[src/inc/ofc_pkg.sv]
// Notes on behaviour
// - Selected oscillator is measured against the divided system clock as time base.
// - Select 0 rc 32k, 1 rc 16M, 2 crystal 32k, 3 enhanced rc.
// - Writing one to start begins measurement when N is nonzero (zero N raises the zero-N irq instead); hardware clears it when done.
// - Count M is presented as 32 bits across high and low result registers.
// - M counts reference cycles during N selected oscillator cycles.
// - Reference tick is derived from system clock by a divider giving 16 MHz.
`default_nettype none
package ofc_pkg;
	localparam logic [7:0]  ADDR_REF_COUNT   = 8'h00;
	localparam logic [7:0]  ADDR_CTRL        = 8'h04;
	localparam logic [7:0]  ADDR_RESULT_LOW  = 8'h08;
	localparam logic [7:0]  ADDR_RESULT_HIGH = 8'h0C;
	localparam logic [7:0]  ADDR_IRQ_STATUS  = 8'h10;
	localparam logic [7:0]  ADDR_IRQ_MASK    = 8'h14;
	localparam int          CTRL_SEL_LSB     = 0;
	localparam int          CTRL_START_BIT   = 2;
	localparam int          CTRL_BUSY_BIT    = 3;
	localparam logic [1:0]  SEL_RC_32KHZ     = 2'h0;
	localparam logic [1:0]  SEL_RC_16MHZ     = 2'h1;
	localparam logic [1:0]  SEL_CRYSTAL_32K  = 2'h2;
	localparam logic [1:0]  SEL_ENHANCED_RC  = 2'h3;
	localparam int          SYS_CLK_HZ       = 50000000;
	localparam int          REF_CLK_HZ       = 16000000;
	// Fractional accumulator: add REF each cycle, tick on wrap past SYS
	localparam logic [25:0] REF_STEP         = 26'(REF_CLK_HZ);
	localparam logic [25:0] REF_WRAP         = 26'(SYS_CLK_HZ);
	localparam logic [31:0] RESET_REF_COUNT  = 32'h0000_0000;
	localparam logic [1:0]  RESET_SEL        = 2'h0;
	localparam logic [1:0]  RESET_IRQ_MASK   = 2'h0;
	localparam int          IRQ_DONE_BIT     = 0;
	localparam int          IRQ_ZERO_N_BIT   = 1;
	localparam logic [1:0]  RESP_OKAY        = 2'h0;
	localparam logic [1:0]  RESP_SLVERR      = 2'h2;

	typedef enum logic [1:0] {ST_IDLE, ST_ARM, ST_COUNT} ofc_state_e;

	typedef struct packed {
		logic [2:0] sync;
		logic       agreed;
		logic       prev;
	} ofc_sync_s;

	typedef struct packed {
		ofc_state_e  state;
		logic [25:0] acc;
		logic        tick;
		logic [31:0] ref_count;
		logic [1:0]  sel;
		logic [1:0]  meas_sel;
		logic [31:0] osc_left;
		logic [31:0] result;
		logic [1:0]  irq_status;
		logic [1:0]  irq_mask;
		logic        awvalid_seen;
		logic        wvalid_seen;
		logic [7:0]  awaddr;
		logic [31:0] wdata;
		logic [3:0]  wstrb;
		logic        bvalid;
		logic [1:0]  bresp;
		logic        rvalid;
		logic [31:0] rdata;
		logic [1:0]  rresp;
	} ofc_state_s;
endpackage
`default_nettype wire

[src/rtl/ofc_edge_sync.sv]
`timescale 1ns/1ps
`default_nettype none
module ofc_edge_sync
(
	input  wire logic aclk,
	input  wire logic aresetn,
	input  wire logic osc_in,
	output logic      rise
);
	ofc_pkg::ofc_sync_s s_r;
	ofc_pkg::ofc_sync_s s_nxt;

	// Level counts only once the second and third stages agree
	always_comb
	begin
		s_nxt = s_r;
		s_nxt.sync = {s_r.sync[1:0], osc_in};
		if (s_r.sync[1] == s_r.sync[2])
			s_nxt.agreed = s_r.sync[2];
		s_nxt.prev = s_r.agreed;
	end

	always_ff @(posedge aclk)
	begin
		if (!aresetn)
			s_r <= '0;
		else
			s_r <= s_nxt;
	end

	assign rise = s_r.agreed & ~s_r.prev;
endmodule
`default_nettype wire

[src/rtl/ofc_calibrator.sv]
`timescale 1ns/1ps
`default_nettype none
module ofc_calibrator
(
	input  wire logic        aclk,
	input  wire logic        aresetn,
	input  wire logic [3:0]  osc_clk,
	input  wire logic        s_axi_awvalid,
	output logic             s_axi_awready,
	input  wire logic [7:0]  s_axi_awaddr,
	input  wire logic        s_axi_wvalid,
	output logic             s_axi_wready,
	input  wire logic [31:0] s_axi_wdata,
	input  wire logic [3:0]  s_axi_wstrb,
	output logic             s_axi_bvalid,
	input  wire logic        s_axi_bready,
	output logic [1:0]       s_axi_bresp,
	input  wire logic        s_axi_arvalid,
	output logic             s_axi_arready,
	input  wire logic [7:0]  s_axi_araddr,
	output logic             s_axi_rvalid,
	input  wire logic        s_axi_rready,
	output logic [31:0]      s_axi_rdata,
	output logic [1:0]       s_axi_rresp,
	output logic             irq
);
	ofc_pkg::ofc_state_s r;
	ofc_pkg::ofc_state_s r_nxt;
	logic [3:0]          osc_rise;
	logic                busy;

	genvar g;
	generate
		for (g = 0; g < 4; g++)
		begin : g_sync
			// Each oscillator is brought into aclk before edges are counted
			ofc_edge_sync u_sync
			(
				.aclk    (aclk),
				.aresetn (aresetn),
				.osc_in  (osc_clk[g]),
				.rise    (osc_rise[g])
			);
		end
	endgenerate

	assign busy = (r.state != ofc_pkg::ST_IDLE);

	function automatic logic [31:0] merge(input logic [31:0] old, input logic [31:0] d,
		input logic [3:0] be);
		logic [31:0] v;
		v = old;
		for (int i = 0; i < 4; i++)
			if (be[i])
				v[8*i +: 8] = d[8*i +: 8];
		return v;
	endfunction

	always_comb
	begin
		logic        wr_go;
		logic [31:0] w;
		logic [1:0]  set_ev;
		logic        sel_rise;
		r_nxt = r;
		set_ev = 2'h0;
		wr_go = 1'b0;
		w = 32'h0000_0000;
		sel_rise = osc_rise[r.meas_sel];
		// Divider: one-cycle tick at 16 MHz on average out of the 50 MHz clock
		if (r.acc + ofc_pkg::REF_STEP >= ofc_pkg::REF_WRAP)
		begin
			r_nxt.acc = 26'(r.acc + ofc_pkg::REF_STEP - ofc_pkg::REF_WRAP);
			r_nxt.tick = 1'b1;
		end
		else
		begin
			r_nxt.acc = 26'(r.acc + ofc_pkg::REF_STEP);
			r_nxt.tick = 1'b0;
		end
		case (r.state)
			ofc_pkg::ST_IDLE: ;
			// Wait for a first edge so counting spans whole oscillator periods
			ofc_pkg::ST_ARM:
			begin
				if (sel_rise)
					r_nxt.state = ofc_pkg::ST_COUNT;
			end
			ofc_pkg::ST_COUNT:
			begin
				if (r.tick)
					r_nxt.result = r.result + 32'h0000_0001;
				if (sel_rise)
				begin
					r_nxt.osc_left = r.osc_left - 32'h0000_0001;
					if (r.osc_left == 32'h0000_0001)
					begin
						r_nxt.state = ofc_pkg::ST_IDLE; // Start bit reads zero now
						set_ev[ofc_pkg::IRQ_DONE_BIT] = 1'b1;
					end
				end
			end
			default: r_nxt.state = ofc_pkg::ST_IDLE;
		endcase
		// AXI write: address and data taken in either order
		if (s_axi_awvalid && !r.awvalid_seen)
		begin
			r_nxt.awvalid_seen = 1'b1;
			r_nxt.awaddr = s_axi_awaddr;
		end
		if (s_axi_wvalid && !r.wvalid_seen)
		begin
			r_nxt.wvalid_seen = 1'b1;
			r_nxt.wdata = s_axi_wdata;
			r_nxt.wstrb = s_axi_wstrb;
		end
		if (r.awvalid_seen && r.wvalid_seen && !r.bvalid)
		begin
			wr_go = 1'b1;
			r_nxt.awvalid_seen = 1'b0;
			r_nxt.wvalid_seen = 1'b0;
			r_nxt.bvalid = 1'b1;
			r_nxt.bresp = ofc_pkg::RESP_OKAY;
			case (r.awaddr)
				ofc_pkg::ADDR_REF_COUNT:
				begin
					// N is frozen while a measurement runs
					if (!busy)
						r_nxt.ref_count = merge(r.ref_count, r.wdata, r.wstrb);
				end
				ofc_pkg::ADDR_CTRL:
				begin
					w = merge({28'h0, 1'b0, 1'b0, r.sel}, r.wdata, r.wstrb);
					if (!busy)
					begin
						r_nxt.sel = w[ofc_pkg::CTRL_SEL_LSB +: 2];
						if (w[ofc_pkg::CTRL_START_BIT])
						begin
							if (r.ref_count == 32'h0000_0000)
								set_ev[ofc_pkg::IRQ_ZERO_N_BIT] = 1'b1;
							else
							begin
								r_nxt.state = ofc_pkg::ST_ARM;
								r_nxt.meas_sel = w[ofc_pkg::CTRL_SEL_LSB +: 2];
								r_nxt.result = 32'h0000_0000;
								r_nxt.osc_left = r.ref_count;
							end
						end
					end
				end
				ofc_pkg::ADDR_IRQ_STATUS:
					w = merge(32'h0, r.wdata, r.wstrb);
				ofc_pkg::ADDR_IRQ_MASK:
					r_nxt.irq_mask = 2'(merge({30'h0, r.irq_mask}, r.wdata, r.wstrb));
				ofc_pkg::ADDR_RESULT_LOW,
				ofc_pkg::ADDR_RESULT_HIGH: ;
				default: r_nxt.bresp = ofc_pkg::RESP_SLVERR;
			endcase
		end
		if (r.bvalid && s_axi_bready)
			r_nxt.bvalid = 1'b0;
		// Write-one-to-clear; a new event in the same cycle wins
		if (wr_go && r.awaddr == ofc_pkg::ADDR_IRQ_STATUS)
			r_nxt.irq_status = (r.irq_status & ~w[1:0]) | set_ev;
		else
			r_nxt.irq_status = r.irq_status | set_ev;
		// AXI read
		if (s_axi_arvalid && !r.rvalid)
		begin
			r_nxt.rvalid = 1'b1;
			r_nxt.rresp = ofc_pkg::RESP_OKAY;
			case (s_axi_araddr)
				ofc_pkg::ADDR_REF_COUNT: r_nxt.rdata = r.ref_count;
				ofc_pkg::ADDR_CTRL:
					r_nxt.rdata = {28'h0, busy, busy, r.sel};
				// M is stable once start reads zero, so halves need no snapshot
				ofc_pkg::ADDR_RESULT_LOW:  r_nxt.rdata = {16'h0, r.result[15:0]};
				ofc_pkg::ADDR_RESULT_HIGH: r_nxt.rdata = {16'h0, r.result[31:16]};
				ofc_pkg::ADDR_IRQ_STATUS:  r_nxt.rdata = {30'h0, r.irq_status};
				ofc_pkg::ADDR_IRQ_MASK:    r_nxt.rdata = {30'h0, r.irq_mask};
				default:
				begin
					r_nxt.rdata = 32'h0000_0000;
					r_nxt.rresp = ofc_pkg::RESP_SLVERR;
				end
			endcase
		end
		else if (r.rvalid && s_axi_rready)
			r_nxt.rvalid = 1'b0;
	end

	always_ff @(posedge aclk)
	begin
		if (!aresetn)
		begin
			r <= '0;
			r.state <= ofc_pkg::ST_IDLE;
			r.ref_count <= ofc_pkg::RESET_REF_COUNT;
			r.sel <= ofc_pkg::RESET_SEL;
			r.irq_mask <= ofc_pkg::RESET_IRQ_MASK;
		end
		else
			r <= r_nxt;
	end

	assign s_axi_awready = !r.awvalid_seen;
	assign s_axi_wready  = !r.wvalid_seen;
	assign s_axi_bvalid  = r.bvalid;
	assign s_axi_bresp   = r.bresp;
	assign s_axi_arready = !r.rvalid;
	assign s_axi_rvalid  = r.rvalid;
	assign s_axi_rdata   = r.rdata;
	assign s_axi_rresp   = r.rresp;
	assign irq           = |(r.irq_status & r.irq_mask);
endmodule
`default_nettype wire

[config.mk]
export PLATFORM = sky130hd
export DESIGN_NAME = ofc_calibrator
export DESIGN_NICKNAME = d
export VERILOG_FILES = /design/src/inc/ofc_pkg.sv /design/src/rtl/ofc_edge_sync.sv /design/src/rtl/ofc_calibrator.sv
export SDC_FILE = /design/constraint.sdc
export NUM_CORES = 1
export LEC_CHECK = 0
export CORE_MARGIN = 5
export CORE_UTILIZATION = 65
export CTS_BUF_LIST = sky130_fd_sc_hd__clkbuf_16
export CTS_CLUSTER_SIZE = 14
export DETAILED_ROUTE_END_ITERATION = 16
export DONT_BUFFER_PORTS = 1
export PLACE_DENSITY = 0.83
export SLEW_MARGIN = 10
export SYNTH_ARGS = -nofsm -noshare
export SYNTH_HDL_FRONTEND = slang
export SYNTH_SLANG_ARGS = --single-unit
[constraint.sdc]
create_clock -name aclk -period 4.2 [get_ports aclk]
set_input_delay 0 -clock aclk [delete_from_list [all_inputs] [get_ports aclk]]
set_output_delay 0 -clock aclk [all_outputs]
set_load 0.05 [all_outputs]
# ---- After elaboration in Yosys (flattened, before gate mapping)
# Cells that the tools add are included.
dict set report op_classes {
  addsub 4
  n_lt_le_gt_ge 2
  eq_ne 17
  n_mux 41
  n_bitwise 16
  n_reduce_logical 30
}
# cell n
set op_table {}
lappend op_table {{two-way mux 64 bit} 6}
lappend op_table {{case mux 32 bit (6 select lines)} 1}
lappend op_table {{two-way mux 32 bit} 2}
lappend op_table {{adder 32 x 1 -> 32 bit, second input constant} 1}
lappend op_table {{equality test 32 x 1 -> 1 bit, second input constant} 1}
lappend op_table {{equality test 8 x 4 -> 1 bit, second input constant} 4}
lappend op_table {{equality test 8 x 5 -> 1 bit, second input constant} 4}
lappend op_table {{zero test 32 bit} 1}
lappend op_table {{subtractor 32 x 1 -> 32 bit, second input constant} 1}
lappend op_table {{two-way mux 27 bit} 1}
lappend op_table {{adder 26 x 24 -> 26 bit, second input constant} 1}
lappend op_table {{>= comparator 26 bit, second input constant} 1}
lappend op_table {{two-way mux 2 bit} 13}
lappend op_table {{subtractor 26 bit, second input constant} 1}
lappend op_table {{equality test 8 x 3 -> 1 bit, second input constant} 2}
lappend op_table {{zero test 8 bit} 2}
lappend op_table {{AND reduction 4 bit} 4}
lappend op_table {{two-way mux 1 bit} 12}
lappend op_table {{OR reduction 6 bit} 2}
lappend op_table {{two-way mux 3 bit} 3}
lappend op_table {{logical AND 1 bit} 8}
lappend op_table {{inverter 1 bit} 7}
lappend op_table {{case mux 2 bit (3 select lines)} 1}
lappend op_table {{AND reduction 3 bit} 2}
lappend op_table {{other kinds (15)} 29}
dict set report word_totals {
  regBits 237
  in_bits 63
  output_inout_bits 42
  wordCells 145
}

# ---- Depth between registers and ports, before layout
dict set report depth {
  depth_word 11
  mapped_depth 10
  ltp_nobuf 9
}

# ---- Modules after synthesis
# Synthesis repeated with hierarchy kept, for this count alone.
dict set report unflattened {
  hier_cells 1241
  hier_area_um2 10386.2
}
# mod instances cells_per_inst area_per_inst_um2 seq_area_each_um2
set modules_own_cells {}
lappend modules_own_cells {ofc_calibrator 1 1189 9795.6 4164.0}
lappend modules_own_cells {ofc_edge_sync 4 13 147.6 100.1}

# ---- Least setup slack after synthesis
# OpenSTA, ideal clock, no wires.
dict set report synth_timing {
  path_kind {register -> register}
  from {register r, in the netlist s_axi_rvalid}
  to {register r, in the netlist s_axi_rdata[22]}
  setup_time_ps 65
  arrival_ps 2606
  required_ps 4135
  slack_ps 1529
  path_stages_with_launch 10
  path_buffers 1
  period_less_slack_ps 2671
  path_cell_list {dfxtp_1 > inv_1 > nand2_1 > nor3_1 > nand2_1 > or2_2 > nor3_1 > clkbuf_1 > a22oi_1 > nor2_1}
}
dict set report synth_between {
  elab_chain_len 2
}
# element line
set synth_rtl {}
lappend synth_rtl {{from (decl)} ofc_calibrator.sv:27} ;# ofc_pkg::ofc_state_s r;
lappend synth_rtl {{from (signal assigned)} ofc_calibrator.sv:203} ;# r <= r_nxt;
lappend synth_rtl {{zero test 1 bit} n/a}
lappend synth_rtl {{net s_axi_arready} ofc_calibrator.sv:19} ;# output logic s_axi_arready,
lappend synth_rtl {{logical AND 1 bit} ofc_calibrator.sv:168} ;# if (s_axi_arvalid && !r.rvalid)
# The timed path passes the listed nets, and every way through them passes these cells.
# A chain may end at the register's enable or synchronous reset.

# ---- Final worst setup path
dict set report layout_timing {
  from {register r, in the netlist s_axi_rvalid}
  to {register r, in the netlist s_axi_rdata[3]}
}
# The elaborated chain is that of the path after synthesis.

==> results by group <==
Critical path
  • Kind of critical path: reg2reg
  • Nature of the critical path endpoint: register
  • R2R Path Start: s_axi_rvalid
  • Type of origin of the critical path: register
  • Signal arrival time at the worst endpoint: 3490 ps
  • CP Max Fanout: 4
  • Worst EP required: 4580 ps
  • CP Launch Point: s_axi_rvalid

Floorplanning
  • Starting Density: 66.9%
  • Die width: 136 microns
  • Die Ht: 136 microns
  • Core area: 15300 sq um
  • Die area: 18400 sq um
  • FP Rows: 45
  • Io pins: 105

Synth
  • Most frequent cell after synthesis: dfxtp_1
  • Synth cell types: 70
  • Async SR Flop Fraction: 0%
  • Sequential-to-total area share from yosys stat: 44.6%
  • Synth Flop Type: dfxtp_1
  • Synth warn: 0
  • Post-Syn Area per Cell: 8.33 sq um
  • Cell area after synthesis: 10200 sq um
  • Post-synth top area cell: dfxtp_1
  • Post-synth EDFFs: 0
  • Commonest cells post-synth: dfxtp_1, nand2_1, nor2_1
  • Synth Register Bits: 228
  • Top-area cell type share of the netlist area: 44.6%
  • Mapped Cells: 1230
  • Synth top area cells: dfxtp_1, nand2_1, a21oi_1

Clocking
  • Worst-Skew Late Latency: 530 ps
  • Clock transition at path regs: 60 ps
  • Clock Sinks: 228
  • Hold Buf Count CTS: 70
  • Post-CTS setup buffer count: 0
  • Clock tree buffer depth: 3
  • H-tree depth: 1
  • TritonCTS buffer count: 24
  • CTS resizes: 0
  • CTS tree: built
  • CTS root buf: clkbuf_16

Global route
  • Grt total ovfl: 0
  • Met1 usage: 35.3%
  • Met2 usage: 48.3%
  • First-pass GRT wire length: 42400 microns
  • GR peak layer: met2
  • Number of global-route vias before repair: 8525
  • Grt met3 use: 5.13%
  • Antenna violations before repair: 0
  • Largest net degree at the start of global routing: 64
  • All-Layer GR Usage: 28.0%

Cells and area
  • N_diodes: 0
  • Area grow syn2layout: 12.8%
  • Multi-input gate area: 5100 sq um
  • Register area: 4560 sq um
  • Finished Cell Area: 11600 sq um
  • Share of layout cells above drive strength 1: 6.54%
  • Filler cell count in the final layout: 1074
  • Fin nets: 1304

Placed design
  • Placed Area: 10000 sq um
  • Post-DP HPWL: 15800 microns
  • I/O Buffers: 0
  • Routability cong.: 0.922

STA
  • Setup violators final: 0
  • RSZ-0062 raised after global routing: no
  • Hold_ws: 14.3 ps
  • Pins Over Slew Limit: 0
  • Period utilization: 74.0%
  • Post-layout minimum cycle time: 3110 ps
  • Final Hold Viols: 0
  • Fmax: 322 MHz
  • Actual slew at the worst max-slew pin: 1170 ps
  • Rel. slew slack: 21.7%
  • Setup TNS: 0 ps
  • Layout Skew: 19.1 ps

Power
  • NetSw: 1.54 mW
  • Internal power: 3.86 mW
  • Static leakage: 4.24 nW
  • IR Drop Worst-Case VDD: 0.377 mV
  • Net Sw Frac: 28.5%
  • Clock share of power: 39.0%
  • Power Dens Cells: 468 nW/um^2
  • Combinational fraction of design power: 16.2%
  • Seq pwr share: 44.8%

Routing
  • Via count: 8828
  • Drt via density: 6.03
  • WL/cell: 17.7 microns
  • Post-Route WL: 25900 microns
  • Iter 0 DRT Violations: 818
  • Total iterations of the first detailed-routing run: 5
  • Antenna-violating nets left: 0
  • DRC errors left: 0

Hold path
  • Hold WC Path Type: in2reg
  • Hold Path Origin: s_axi_araddr[3]

Flow run
  • Max Cap Viol: 0

Run status
  • Status: finished, final reports clean
state kept, by name, indices dropped and copies added (netlist names):
signal / cells
s_axi_rvalid: 1
s_axi_rresp: 1
s_axi_rdata: 32
g_sync.u_sync.s_nxt: 12
s_axi_bvalid: 1
g_sync.u_sync.s_r: 8
r: 172
s_axi_bresp: 1
layout make-up:
type,instances,area share [%]
inverters,14,0.477
clock buffers,24,5.20
flip-flops and latches,228,39.5
well taps,211,2.29
multi-input cells,889,44.2
repair buffers,78,6.67
clock inverters,20,1.69
power by group through the flow:
| stage | sequential, mW | combinational (mW) | clock (mW) |
|---|---|---|---|
| after floorplan | 2.40 | 0.741 | 0 |
| after global placement | 2.45 | 0.777 | 0 |
| after detailed placement | 2.46 | 0.792 | 0 |
| after CTS | 2.41 | 0.862 | 2.13 |
| after global routing | 2.44 | 0.970 | 2.22 |
| final | 2.42 | 0.874 | 2.11 |
cells by family (layout without fill, tap and decap cells):
family / after synthesis / after routing / share of synthesized area, %
AO/OA/AOI/OAI: 241 / 241 / 14.4
XOR/XNOR: 74 / 74 / 6.33
buffers and inverters: 114 / 136 / 5.74
multiplexers: 37 / 37 / 4.38
AND/OR/NAND/NOR: 529 / 529 / 23.9
flip-flops: 228 / 228 / 44.6
other: 1 / 2 / 0.0366
adder cells (fa/ha/maj): 6 / 6 / 0.733
critical path, cell delays in order (launching register included):
cell and delay [ps]:
dfxtp_1 670, inv_1 400, nand2_1 260, nor3_1 70
nand2_1 170, nor2_1 80, dlygate4sd3_1 580, a22oi_1 130
dlygate4sd3_1 570, nor2_1 40
stage by stage:
stage          utilization, %  power (mW)  instances  worst slack, ps
2_1_floorplan               -        3.14       1231             1530
3_3_place_gp             65.6        3.23       1350             1290
3_5_place_dp             65.6        3.25       1350             1160
4_1_cts                  75.4        5.41       1464             1100
5_1_grt                  75.4        5.63       1464              881
6_report                 75.4        5.40       1464             1090
layer usage:
layer  share of wire (%)  up-vias
met5                   0        -
met4                 3.5        0
met3                 7.6       77
met2                  49      371
met1                  40     4171
li1                    -     4209
path summary, 6_finish.rpt:
path	endpoint	slack [ps]	cells after the start
hold reg to reg	g_sync[1].u_sync.s_nxt[4]	440	1
setup / recovery	s_axi_rdata[3]	1090	9
hold / removal	s_axi_rdata[0]	10	5
setup reg to reg	s_axi_rdata[3]	1090	9
cells in the final DEF, fill, tap and decap left out, types with 3 or more instances in the layout:
master	synthesis	routed
dfxtp_1	228	228
nand2_1	198	198
nor2_1	154	154
a21oi_1	124	124
dlygate4sd3_1	0	69
xnor2_1	39	39
xor2_1	35	35
o21ai_0	31	31
a22oi_1	31	31
nand3_1	29	29
and2_1	25	25
clkbuf_16	0	24
mux2i_1	19	19
a211oi_1	18	18
nor3_1	19	18
inv_1	12	16
nand4_1	16	16
nor4_1	16	16
mux2_2	13	13
and3_1	12	12
nand2b_1	11	11
or3_1	8	8
buf_4	37	8
nor2b_1	8	7
clkinv_1	1	7
or4_1	6	6
ha_1	6	6
or2_2	5	5
and4_1	5	5
mux4_2	5	5
o211ai_1	5	5
and3b_1	4	4
a21boi_0	4	4
a21o_1	3	3
nor3b_1	3	3
bufinv_16	0	3
No activity file was read; power rests on OpenSTA's default activity.
